<file path="config.mk">
export PLATFORM = sky130hd
export DESIGN_NAME = multi_lane_spi_slave_interface
export DESIGN_NICKNAME = d
export VERILOG_FILES = /design/src/spi_lane_pkg.sv /design/src/lane_pack.sv /design/src/multi_lane_spi_slave_interface.sv /design/src/pin_sync.sv
export VERILOG_INCLUDE_DIRS = /design/src
export SDC_FILE = /design/constraint.sdc
export NUM_CORES = 1
export LEC_CHECK = 0
export BUFFER_PORTS_ARGS = -buffer_cell sky130_fd_sc_hd__buf_2
export CAP_MARGIN = 20
export CORE_ASPECT_RATIO = 1.75
export CORE_MARGIN = 2
export CORE_UTILIZATION = 52
export DETAILED_ROUTE_END_ITERATION = 10
export GPL_ROUTABILITY_DRIVEN = 0
export GPL_TIMING_DRIVEN = 0
export PLACE_DENSITY = 0.74
export SYNTH_ARGS = -nofsm -noshare
export SYNTH_HDL_FRONTEND = slang
export SYNTH_SLANG_ARGS = --single-unit
</file>
<file path="constraint.sdc">
create_clock -name ref_clk_i -period 7.1 [get_ports ref_clk_i]
set_clock_uncertainty 0.15 [all_clocks]
set_input_delay 1.42 -clock ref_clk_i [delete_from_list [all_inputs] [get_ports ref_clk_i]]
set_output_delay 1.42 -clock ref_clk_i [all_outputs]
set_load 0.05 [all_outputs]
</file>
<file path="src/spi_lane_cfg.svh">
// constants for the multi-lane serial slave interface
// assumes inclusion by bare name from every file that needs it
`ifndef SPI_LANE_CFG_SVH
`define SPI_LANE_CFG_SVH

// ----------------------------------------
// lane width codes for one edge of the serial clock
// ----------------------------------------
`define LANE_W_1 2'h0
`define LANE_W_2 2'h1
`define LANE_W_4 2'h2

// ----------------------------------------
// second configuration register field positions
// ----------------------------------------
`define CFG2_DUAL_BIT 4
`define CFG2_QUAD_BIT 6

// ----------------------------------------
// framing counts and lane enable patterns
// ----------------------------------------
`define BITS_PER_BYTE 4'h8
`define ADDR_LAST_BYTE 2'h2
`define LANE_OE_SINGLE 4'h2
`define LANE_OE_DUAL 4'h3
`define LANE_OE_QUAD 4'hf

`endif

</file>
<file path="src/spi_lane_pkg.sv">
// types for the multi-lane serial slave interface
// assumes nothing beyond a SystemVerilog compiler
package spi_lane_pkg;

    // ----------------------------------------
    // transaction phases, one-hot
    // ----------------------------------------
    typedef enum logic [5:0] {
        ST_IDLE   = 6'h01,
        ST_OPCODE = 6'h02,
        ST_DECODE = 6'h04,
        ST_ADDR   = 6'h08,
        ST_DUMMY  = 6'h10,
        ST_DATA   = 6'h20
    } phase_t;

    // ----------------------------------------
    // complete state of the slave apart from pin_sync
    // ----------------------------------------
    typedef struct packed {
        phase_t st;
        logic cs_d;
        logic sck_d;
        logic mode3;
        logic loaded;
        logic vol_dual;
        logic vol_quad;
        logic dual_act;
        logic quad_act;
        logic [1:0] addr_w;
        logic [1:0] data_w;
        logic ddr;
        logic armed;
        logic is_read;
        logic [3:0] dcnt;
        logic [3:0] bcnt;
        logic [1:0] acnt;
        logic [7:0] sr;
        logic [7:0] ob;
        logic [7:0] opcode;
        logic opcode_valid;
        logic [23:0] addr;
        logic addr_valid;
        logic [7:0] wr_data;
        logic wr_valid;
        logic rd_req;
        logic [3:0] lane_out;
        logic [3:0] lane_oe;
    } slave_state_t;

endpackage

</file>
<file path="src/lane_pack.sv">
// shifts bits in from and out to one, two or four lanes
// assumes msb-first bytes; pure combinational
`include "spi_lane_cfg.svh"
`timescale 1ns/1ps
module lane_pack (
    input wire logic [1:0] width_i,
    input wire logic [3:0] lanes_i,
    input wire logic [7:0] shift_in_i,
    input wire logic [7:0] shift_out_i,
    output logic [7:0] shift_in_nxt_o,
    output logic [7:0] shift_out_nxt_o,
    output logic [3:0] lanes_o,
    output logic [3:0] nbits_o
);

    // nibbles put bit 7 on lane three, pairs put it on lane one
    always_comb begin
        case (width_i)
            `LANE_W_2: begin
                shift_in_nxt_o = {shift_in_i[5:0], lanes_i[1], lanes_i[0]};
                shift_out_nxt_o = {shift_out_i[5:0], 2'h0};
                lanes_o = {2'h0, shift_out_i[7], shift_out_i[6]};
                nbits_o = 4'h2;
            end
            `LANE_W_4: begin
                shift_in_nxt_o = {shift_in_i[3:0], lanes_i};
                shift_out_nxt_o = {shift_out_i[3:0], 4'h0};
                lanes_o = shift_out_i[7:4];
                nbits_o = 4'h4;
            end
            default: begin
                shift_in_nxt_o = {shift_in_i[6:0], lanes_i[0]};
                shift_out_nxt_o = {shift_out_i[6:0], 1'b0};
                lanes_o = {2'h0, shift_out_i[7], 1'b0};
                nbits_o = 4'h1;
            end
        endcase
    end

endmodule

</file>
<file path="src/multi_lane_spi_slave_interface.sv">
// serial slave front end with single, extended, dual-lane and quad-lane protocols
// assumes the master drives chip select and serial clock, both sampled here on ref_clk_i;
// the serial clock must stay well below a quarter of ref_clk_i
// rd_data_i must hold the next read byte whenever rd_req_o may pulse
`include "spi_lane_cfg.svh"
`timescale 1ns/1ps

module multi_lane_spi_slave_interface (
    input wire logic ref_clk_i,
    input wire logic arst_n_i,
    input wire logic cs_n_i,
    input wire logic sck_i,
    input wire logic [3:0] lane_i,
    output logic [3:0] lane_o,
    output logic [3:0] lane_oe_o,
    input wire logic nv_dual_lane_i,
    input wire logic nv_quad_lane_i,
    input wire logic cfg_wr_i,
    input wire logic cfg_dual_lane_i,
    input wire logic cfg_quad_lane_i,
    input wire logic soft_reset_i,
    output logic dual_lane_protocol_o,
    output logic quad_lane_protocol_o,
    output logic mode3_o,
    output logic ddr_o,
    output logic [7:0] opcode_o,
    output logic opcode_valid_o,
    input wire logic cmd_has_addr_i,
    input wire logic cmd_read_i,
    input wire logic [1:0] cmd_addr_lanes_i,
    input wire logic [1:0] cmd_data_lanes_i,
    input wire logic cmd_ddr_i,
    input wire logic [3:0] cmd_dummy_i,
    output logic [23:0] addr_o,
    output logic addr_valid_o,
    output logic [7:0] wr_data_o,
    output logic wr_valid_o,
    input wire logic [7:0] rd_data_i,
    output logic rd_req_o
);

    // ----------------------------------------
    // pin synchronisers and edge detection
    // ----------------------------------------
    // r holds every flop of the slave outside pin_sync, n its next value
    spi_lane_pkg::slave_state_t r;
    spi_lane_pkg::slave_state_t n;
    logic [5:0] pins_s;
    logic cs_s;
    logic sck_s;
    logic [3:0] lanes_s;
    logic rise;
    logic fall;

    // select idles high and clock low until real samples arrive
    pin_sync #(
        .WIDTH(6)
    ) u_pin_sync (
        .ref_clk_i(ref_clk_i),
        .arst_n_i(arst_n_i),
        .async_i({cs_n_i, sck_i, lane_i}),
        .reset_val_i(6'h20),
        .sync_o(pins_s)
    );

    // lanes are taken from the same stage as sck, so data and edge stay aligned
    assign cs_s = pins_s[5];
    assign sck_s = pins_s[4];
    assign lanes_s = pins_s[3:0];
    // edges compare the synchronised clock with its copy one cycle older
    assign rise = sck_s & ~r.sck_d;
    assign fall = ~sck_s & r.sck_d;

    // ----------------------------------------
    // state and lane packing
    // ----------------------------------------
    logic [1:0] proto_w;
    logic [1:0] wsel;
    logic [7:0] ob_src;
    logic [7:0] sr_nxt;
    logic [7:0] ob_nxt;
    logic [3:0] lanes_nxt;
    logic [3:0] nbits;
    logic [3:0] bsum;
    logic cap;
    logic out_ev;

    // flags are registered, so a width never changes mid-bit
    // opcode width follows the active protocol, quad before dual
    always_comb begin
        if (r.quad_act) begin
            proto_w = `LANE_W_4;
        end else if (r.dual_act) begin
            proto_w = `LANE_W_2;
        end else begin
            proto_w = `LANE_W_1;
        end
    end

    // width of the phase now on the wire
    // dummy and data phases both use the data width
    always_comb begin
        if (r.st == spi_lane_pkg::ST_OPCODE) begin
            wsel = proto_w;
        end else if (r.st == spi_lane_pkg::ST_ADDR) begin
            wsel = r.addr_w;
        end else begin
            wsel = r.data_w;
        end
    end

    // a fresh read byte is loaded once the previous one is fully shifted out
    // rd_data_i is taken at the first output edge of each byte
    assign ob_src = (r.bcnt == 4'h0) ? rd_data_i : r.ob;
    assign bsum = r.bcnt + nbits;

    // one packer serves opcode, address, write and read bytes
    lane_pack u_lane_pack (
        .width_i(wsel),
        .lanes_i(lanes_s),
        .shift_in_i(r.sr),
        .shift_out_i(ob_src),
        .shift_in_nxt_o(sr_nxt),
        .shift_out_nxt_o(ob_nxt),
        .lanes_o(lanes_nxt),
        .nbits_o(nbits)
    );

    // capture on rises; ddr phases also on falls once the first rise is seen
    // the fall ending the opcode comes before armed, so it is never data
    assign cap = rise | (fall & r.ddr & r.armed);

    // output moves on falls, on both edges in ddr, first bit after the last dummy cycle
    // rd_req_o tells the user side that rd_data_i was consumed
    assign out_ev = (r.st == spi_lane_pkg::ST_DATA && r.is_read &&
                     (fall || (r.ddr && rise))) ||
                    (r.st == spi_lane_pkg::ST_DUMMY && r.is_read && fall &&
                     r.dcnt == 4'h0);

    // ----------------------------------------
    // next-state logic
    // ----------------------------------------
    always_comb begin
        n = r;
        n.opcode_valid = 1'b0;
        n.addr_valid = 1'b0;
        n.wr_valid = 1'b0;
        n.rd_req = 1'b0;
        n.sck_d = sck_s;
        n.cs_d = cs_s;

        // volatile lane-enable bits: reload after any reset, else software write
        // a write in the same cycle as a soft reset is lost
        if (!r.loaded || soft_reset_i) begin
            n.loaded = 1'b1;
            n.vol_dual = nv_dual_lane_i;
            n.vol_quad = nv_quad_lane_i;
        end else if (cfg_wr_i) begin
            n.vol_dual = cfg_dual_lane_i;
            n.vol_quad = cfg_quad_lane_i;
        end
        // active flags follow the volatile bits, quad masking dual
        n.quad_act = n.vol_quad;
        n.dual_act = n.vol_dual & ~n.vol_quad;

        if (cs_s || soft_reset_i) begin
            // deselected: inputs ignored, every lane released, double rate and arming dropped, per-command widths kept
            n.st = spi_lane_pkg::ST_IDLE;
            n.lane_oe = 4'h0;
            n.lane_out = 4'h0;
            n.ddr = 1'b0;
            n.armed = 1'b0;
        end else begin
            case (r.st)
                spi_lane_pkg::ST_IDLE: begin
                    // only a falling chip select opens a frame; the master never gets a second opcode
                    // sck level at that moment picks mode 0 or mode 3
                    if (r.cs_d) begin
                        n.st = spi_lane_pkg::ST_OPCODE;
                        n.mode3 = sck_s;
                        n.bcnt = 4'h0;
                        n.sr = 8'h00;
                    end
                end
                spi_lane_pkg::ST_OPCODE: begin
                    // opcode is always single data rate
                    // a mode 3 frame opens with a fall, ignored here
                    if (rise) begin
                        n.sr = sr_nxt;
                        n.bcnt = bsum;
                        if (bsum == `BITS_PER_BYTE) begin
                            n.opcode = sr_nxt;
                            n.opcode_valid = 1'b1;
                            n.bcnt = 4'h0;
                            n.st = spi_lane_pkg::ST_DECODE;
                        end
                    end
                end
                spi_lane_pkg::ST_DECODE: begin
                    // the user side answers the opcode within one cycle
                    // lane-wide protocols override the per-opcode lane codes
                    n.addr_w = (proto_w != `LANE_W_1) ? proto_w : cmd_addr_lanes_i;
                    n.data_w = (proto_w != `LANE_W_1) ? proto_w : cmd_data_lanes_i;
                    n.ddr = cmd_ddr_i & r.quad_act;
                    n.armed = 1'b0;
                    n.is_read = cmd_read_i;
                    n.dcnt = cmd_dummy_i;
                    n.acnt = 2'h0;
                    n.bcnt = 4'h0;
                    if (cmd_has_addr_i) begin
                        n.st = spi_lane_pkg::ST_ADDR;
                    end else if (cmd_read_i) begin
                        n.st = spi_lane_pkg::ST_DUMMY;
                    end else begin
                        n.st = spi_lane_pkg::ST_DATA;
                    end
                end
                spi_lane_pkg::ST_ADDR: begin
                    // three address bytes, most significant first
                    // acnt counts finished bytes; the third ends the phase
                    if (cap) begin
                        n.armed = r.armed | rise;
                        n.sr = sr_nxt;
                        n.bcnt = bsum;
                        if (bsum == `BITS_PER_BYTE) begin
                            n.addr = {r.addr[15:0], sr_nxt};
                            n.bcnt = 4'h0;
                            n.acnt = r.acnt + 2'h1;
                            if (r.acnt == `ADDR_LAST_BYTE) begin
                                n.addr_valid = 1'b1;
                                n.st = r.is_read ? spi_lane_pkg::ST_DUMMY :
                                                   spi_lane_pkg::ST_DATA;
                            end
                        end
                    end
                end
                spi_lane_pkg::ST_DUMMY: begin
                    // count whole dummy cycles on falling edges
                    // with no dummy cycles the first fall starts the data
                    if (fall) begin
                        if (r.dcnt == 4'h0) begin
                            n.st = spi_lane_pkg::ST_DATA;
                        end else begin
                            n.dcnt = r.dcnt - 4'h1;
                        end
                    end
                end
                spi_lane_pkg::ST_DATA: begin
                    // write data: gather bytes from the lanes
                    // read data leave through the output block below
                    if (!r.is_read && cap) begin
                        n.armed = r.armed | rise;
                        n.sr = sr_nxt;
                        n.bcnt = bsum;
                        if (bsum == `BITS_PER_BYTE) begin
                            n.wr_data = sr_nxt;
                            n.wr_valid = 1'b1;
                            n.bcnt = 4'h0;
                        end
                    end
                end
                default: begin
                    n.st = spi_lane_pkg::ST_IDLE;
                end
            endcase

            // read data drive; only the lanes of the data width are enabled
            // lanes stay enabled between edges of a read data phase
            if (out_ev) begin
                n.rd_req = (r.bcnt == 4'h0);
                n.ob = ob_nxt;
                n.lane_out = lanes_nxt;
                n.bcnt = (bsum == `BITS_PER_BYTE) ? 4'h0 : bsum;
                case (r.data_w)
                    `LANE_W_2: n.lane_oe = `LANE_OE_DUAL;
                    `LANE_W_4: n.lane_oe = `LANE_OE_QUAD;
                    default: n.lane_oe = `LANE_OE_SINGLE;
                endcase
            end else if (!(r.st == spi_lane_pkg::ST_DATA && r.is_read)) begin
                n.lane_oe = 4'h0;
            end
        end
    end

    // ----------------------------------------
    // state register
    // ----------------------------------------
    // only the phase and the select copy reset to non-zero values
    always_ff @(posedge ref_clk_i or negedge arst_n_i) begin
        if (!arst_n_i) begin
            r <= '0;
            r.st <= spi_lane_pkg::ST_IDLE;
            r.cs_d <= 1'b1;
        end else begin
            r <= n;
        end
    end

    // ----------------------------------------
    // outputs, all straight from the state register
    // ----------------------------------------
    // lane pins are resolved against the master outside this block
    assign lane_o = r.lane_out;
    assign lane_oe_o = r.lane_oe;
    assign dual_lane_protocol_o = r.dual_act;
    assign quad_lane_protocol_o = r.quad_act;
    assign mode3_o = r.mode3;
    assign ddr_o = r.ddr;
    assign opcode_o = r.opcode;
    assign opcode_valid_o = r.opcode_valid;
    assign addr_o = r.addr;
    assign addr_valid_o = r.addr_valid;
    assign wr_data_o = r.wr_data;
    assign wr_valid_o = r.wr_valid;
    assign rd_req_o = r.rd_req;

endmodule

</file>
<file path="src/pin_sync.sv">
// two-flop synchroniser for pins arriving from outside the clock domain
// assumes the inputs are asynchronous levels
`timescale 1ns/1ps
module pin_sync #(
    parameter int WIDTH = 1
) (
    input wire logic ref_clk_i,
    input wire logic arst_n_i,
    input wire logic [WIDTH-1:0] async_i,
    input wire logic [WIDTH-1:0] reset_val_i,
    output logic [WIDTH-1:0] sync_o
);

    typedef struct packed {
        logic [1:0] fill;
        logic [WIDTH-1:0] s1;
        logic [WIDTH-1:0] s2;
    } sync_state_t;

    sync_state_t r;
    sync_state_t n;

    // first stage feeds only the second stage
    always_comb begin
        n = r;
        n.s1 = async_i;
        n.s2 = r.s1;
        n.fill = {r.fill[0], 1'b1};
    end

    // registers start from zero; reset_val_i is applied at the output while unloaded
    always_ff @(posedge ref_clk_i or negedge arst_n_i) begin
        if (!arst_n_i) begin
            r <= '0;
        end else begin
            r <= n;
        end
    end

    // reset_val_i stands until the second stage holds a real sample
    assign sync_o = r.fill[1] ? r.s2 : reset_val_i;

endmodule

</file>
# Word-level counts from Yosys, hierarchy flattened

Cells that the tools add are included.

Register bits: 111
Input port bits: 33
Output and inout port bits: 56
Logic and storage cells: 178

$add $sub $neg: 3
Eq/ne operators: 34
Mux-type cells: 64
Bitwise operators: 12
Reductions and logical operators: 35

Operators with widths:

| cell                                                  | number |
|---|---|
| two-way mux 6 bit                                     | 14 |
| two-way mux 25 bit                                    | 3 |
| two-way mux 36 bit                                    | 1 |
| two-way mux 4 bit                                     | 9 |
| case mux 6 bit (6 select lines)                       | 1 |
| case mux 8 bit (2 select lines)                       | 2 |
| case mux 7 bit (4 select lines)                       | 1 |
| two-way mux 9 bit                                     | 3 |
| case mux 4 bit (2 select lines)                       | 3 |
| two-way mux 7 bit                                     | 3 |
| case mux 4 bit (5 select lines)                       | 1 |
| AND reduction 4 bit                                   | 5 |
| two-way mux 2 bit                                     | 8 |
| two-way mux 8 bit                                     | 2 |
| inequality test 3 x 1 -> 1 bit, second input constant | 5 |
| inequality test 3 x 2 -> 1 bit, second input constant | 5 |
| two-way mux 14 bit                                    | 1 |
| inequality test 3 bit, second input constant          | 4 |
| AND reduction 6 bit                                   | 2 |
| inequality test 2 bit, second input constant          | 5 |
| nonzero test 2 bit                                    | 5 |
| AND reduction 9 bit                                   | 1 |
| logical NOT 4 bit                                     | 2 |
| two-way mux 1 bit                                     | 8 |
| other kinds (27)                                      | 54 |

# Longest topological paths before layout

Word-level depth: 11
Mapped depth: 17
Mapped depth without buffers: 14

# Modules after synthesis

A second synthesis with hierarchy kept.

Cell total of the unflattened synthesis: 515
Area, all modules: 5776.8 um2

By module, submodules not included:

| module                         | times used | cells an instance | area an instance (um2) | sequential area each (um2) |
|---|---|---|---|---|
| multi_lane_spi_slave_interface | 1          | 434               | 4952.2                 | 2429.8 |
| pin_sync                       | 1          | 22                | 455.4                  | 350.3 |
| lane_pack                      | 1          | 59                | 369.1                  | 0.0 |

# Worst setup path before layout

Ideal clock, no wire load.

Path type: register to register
From: reg r[98] (netlist bit)
To: reg r, in the netlist wr_data_o[0]
Library setup time: 127 ps
Data arrival time: 4418 ps
Data required time: 6823 ps
Slack: 2404 ps
Stages on the path, launching flop included: 16
Path buffers: 2
Period minus slack after synthesis: 4696 ps
Path through: dfrtp_1 or4_1 or2_1 buf_2 mux2i_1 a21o_1 ha_1 ha_1 fa_1 xor2_1 nor4b_1 mux2i_1 or3_1 or3_1 clkbuf_1 mux2_1

Word-level cells in the longest chain between the ends: 8
Elaborated cells between the ends (all ways): 11
Classes of those cells: add/sub (1); eq/ne (6); mux (3); reduce/logical (1)

Ends and longest elaborated chain:

| element                                                        | line                                  | source |
|---|---|---|
| start, declared                                                | multi_lane_spi_slave_interface.sv:46  | `spi_lane_pkg::slave_state_t r;` |
| start signal, assigned                                         | multi_lane_spi_slave_interface.sv:295 | `r <= n;` |
| == test 6 x 4 -> 1 bit                                         | multi_lane_spi_slave_interface.sv:105 | `end else if (r.st == spi_lane_pkg::ST_ADDR) begin` |
| two-way mux 2 bit                                              | multi_lane_spi_slave_interface.sv:105 |  |
| two-way mux 2 bit                                              | multi_lane_spi_slave_interface.sv:103 | `if (r.st == spi_lane_pkg::ST_OPCODE) begin` |
| == test 2 bit / == test 2 x 1 -> 1 bit (equally long branches) | lane_pack.sv:18                       | `case (width_i)` |
| case mux 3 bit (2 select lines)                                | lane_pack.sv:18                       |  |
| adder 4 x 3 -> 4 bit                                           | multi_lane_spi_slave_interface.sv:115 | `assign bsum = r.bcnt + nbits;` |
| == test 4 bit (no source line)                                 | n/a                                   |  |
| AND reduction 4 bit (no source line) *                         | n/a                                   |  |

Every way passes the cells marked *; elsewhere a longest branch is shown, timed or not.
A chain may end at the register's enable or synchronous reset.

# Worst setup path after layout

Ends and elaborated chain as after synthesis.

==> metrics.md <==
| Metric | Value |
|---|---|
| PortBufs | 88 |
| CTS tree | yes |
| Critical-path maximum fanout | 10 |
| Largest area contributor in the netlist | dfrtp_1 |
| GRT overflow | 0 |
| Via density | 5.54 |
| Most frequent cells in the layout | 107 x dfrtp_1, 91 x buf_2, 53 x nand2_1 |
| Post-synthesis sequential area ratio | 50.9% |
| Final hold viol count | 0 |
| DRC | 0 |
| RSZ-0062 raised after global routing | false |
| Final worst path period share | 74.0% |
| Commonest non-fill, non-tap cell in the layout | dfrtp_1 |
| Core Region | 0.0102 mm2 |
| CTS buffer count | 9 |
| WHS | 0.199 ns |
| Ant diodes | 0 |
| Clock Sinks | 109 |
| Synth Warn # | 0 |
| Share of cells above drive strength 1 | 29.3% |
| GRT Total Usage | 21.9% |
| Post-Syn Area | 0.00537 mm2 |
| Clock slew at reported path FFs | 0.07 ns |
| Final setup vio count | 0 |
| Root Driver | clkbuf_16 |
| Hold Crit Class | flip-flop to flip-flop |
| Clk_lat worst skew | 0.35 ns |
| Cells after synthesis | 500 |
| CTS H-tree depth | 3 |
| IO Pins | 89 |
| Initial Utilization | 52.7% |
| Slowest-stage cell, CP | or4_1 |
| Worst setup path class | flip-flop to flip-flop |
| # nets final | 644 |
| Post-route ant nets | 0 |
| Number of synthesized flops with an enable pin | 0 |
| Clock Path Buffers | 2 |
| Sequential share of power | 52.7% |
| Status | completed |
| Least-Margin Pin Slew | 0.791 ns |
| Clock Power Share | 41.7% |
| CP Data Required Time | 7.18 ns |
| Startpoint Class | flip-flop |
| Die Span Y | 138 um |
| Crit-path cells | or4_1 -> or2_1 -> buf_2 -> mux2i_1 -> a21o_1 -> ha_1 -> ha_1 -> fa_1 -> xor2_1 -> nor4b_1 -> mux2i_1 -> or3_1 -> or3_1 -> clkbuf_1 -> mux2_1 |
| Register area | 0.00273 mm2 |
| Max Cap Viol | 0 |
| Final TNS setup | 0 ns |
| Area Overhead vs Synth | 17.9% |
| Synth Flop Type | dfrtp_1 |
| CTS resizes | 0 |
| Sw power | 0.000277 W |
| Pwr Total | 0.00120 W |
| Worst rel slew slack | 46.8% |
| Largest net degree at the start of global routing | 55 |
| Synth top area share | 49.9% |
| Vias in the first global route | 4027 |
| Slew Limit Fails | 0 |
| DR iter-0 viols | 327 |
| P_leak | 3.31 nW |
| Via count | 4065 |
| Sw Ratio | 23.0% |
| Syn_area_per_cell | 10.7 um2 |
| Post-CTS Repair Setup Buffers | 0 |
| CP endpoint kind | flip-flop |
| Wirelength, routed | 11.6 mm |
| Die area | 0.0112 mm2 |
| Crit path arrival time | 5.34 ns |
| Fin util | 62.2% |
| Highest Clock Rate | 190 MHz |
| Chip Width | 80.8 um |
| Hpwl dp | 8.62 mm |
| Power per standard cell area | 190 mW/mm2 |
| Wire length per cell | 15.7 um |
| Initial antenna violation count | 0 |
| Area of the multi-input gates | 0.00213 mm2 |
| Tmin final | 5.26 ns |
| Row count | 49 |
| P_int | 0.000928 W |
| CP peak stage delay | 0.62 ns |
| First-pass GRT wire length | 19.1 mm |
| Async set-reset flop share out of synthesis | 100% |
| Filler cell count | 861 |
| Synthesized flop and latch total | 109 |
| Area contributors post-synth | dfrtp_1 50%, mux2_1 6.9%, buf_4 6.7% |
| # hold bufs at CTS | 0 |
| VDD IR max | 179 uV |
| Drt first pass iters | 4 |
| Comb pwr share | 5.6% |
| Cell variety after synth | 65 |
flip-flops by register name, indices dropped and copies added, names as in the netlist, 3 cells and up:
name          flops
opcode_o          8
wr_data_o         8
addr_o           24
u_pin_sync.r      7
u_pin_sync.n      7
r                40
lane_oe_o         3
lane_o            4
per-layer routing:
metal	vias to the layer above	part of all wire, %	global-route usage [%]
li1	1925	-	-
met1	1983	37	24.9
met2	133	55	39.1
met3	24	4.6	3.20
met4	0	3.0	10.6
met5	-	0	0
cells by family (layout without fill, tap and decap cells):
family | count (synthesis) | in the layout | synth area share [%]
mux | 50 | 50 | 10.3
fa+ha+maj | 9 | 9 | 2.24
other cells | 1 | 2 | 0.0699
simple gates | 151 | 151 | 14.4
flops | 109 | 109 | 50.9
compound gates | 97 | 97 | 12.5
buf+inv | 82 | 188 | 9.47
xor+xnor | 1 | 1 | 0.163
worst max-delay path, delay by kind of cell (launching register included):
kind            cells  cell delay [ns]
compound gates      1             0.22
xor+xnor            1             0.21
fa+ha+maj           3             0.94
buf+inv             2             0.47
flops               1             0.44
mux                 3             0.77
simple gates        5             1.93
metrics by stage:
step	cell area, um2	cells	worst slack [ns]
final	6330	734	1.84
after global placement	5970	716	1.96
after CTS	6330	734	1.85
after floorplan	5370	501	2.40
after global routing	6330	734	1.47
after detailed placement	6030	718	1.87
Yosys cell counts, types with 3 or more instances:
cell type	number
nor4_1	3
buf_2	4
and2_1	5
nand3_1	13
mux2_2	5
a21oi_1	14
mux2i_1	11
inv_1	13
buf_4	48
o21ai_1	14
a21o_1	5
nand2b_1	8
a32o_1	8
nor2b_1	6
nor3_1	8
nor2_1	27
o31ai_1	3
or4_1	4
mux2_1	33
a211oi_1	3
nand2_1	53
or3_1	3
ha_1	8
a31oi_1	4
a32oi_1	3
dfrtp_1	107
o21ai_0	14
a22oi_1	9
clkbuf_1	14
power groups by stage:
stage	clock network, W	logic, W	registers [W]
after global placement	0	0.0000623	0.000646
after floorplan	0	0.0000248	0.000653
after detailed placement	0	0.0000678	0.000647
after global routing	0.000540	0.0000750	0.000636
final	0.000503	0.0000676	0.000634
after CTS	0.000511	0.0000681	0.000634
worst paths after layout:
path,startpoint,to,slack [ns],cells after the start
worst max-delay path,r[98]$_DFFE_PN0P_,wr_data_o[0]$_DFFE_PN0P_,1.84,15
worst min-delay path,u_pin_sync.n[13]$_DFF_PN0_,u_pin_sync.r[13]$_DFF_PN0_,0.20,0
worst max register to register,r[98]$_DFFE_PN0P_,wr_data_o[0]$_DFFE_PN0P_,1.84,15
worst min register to register,u_pin_sync.n[13]$_DFF_PN0_,u_pin_sync.r[13]$_DFF_PN0_,0.20,0
max in group asynchronous,arst_n_i,r[92]$_DFF_PN1_,5.57,2
min in group asynchronous,arst_n_i,opcode_o[0]$_DFFE_PN0P_,0.72,1
area by class of cell:
type	instances	area share [%]
buffer	68	7.20
clock buffer	9	3.56
clock inverter	7	1.19
inverter	14	0.831
multi-input combinational	310	33.7
sequential	109	43.1
tap	127	2.51
timing repair buffer	90	7.87
No activity file was read; power rests on OpenSTA's default activity.
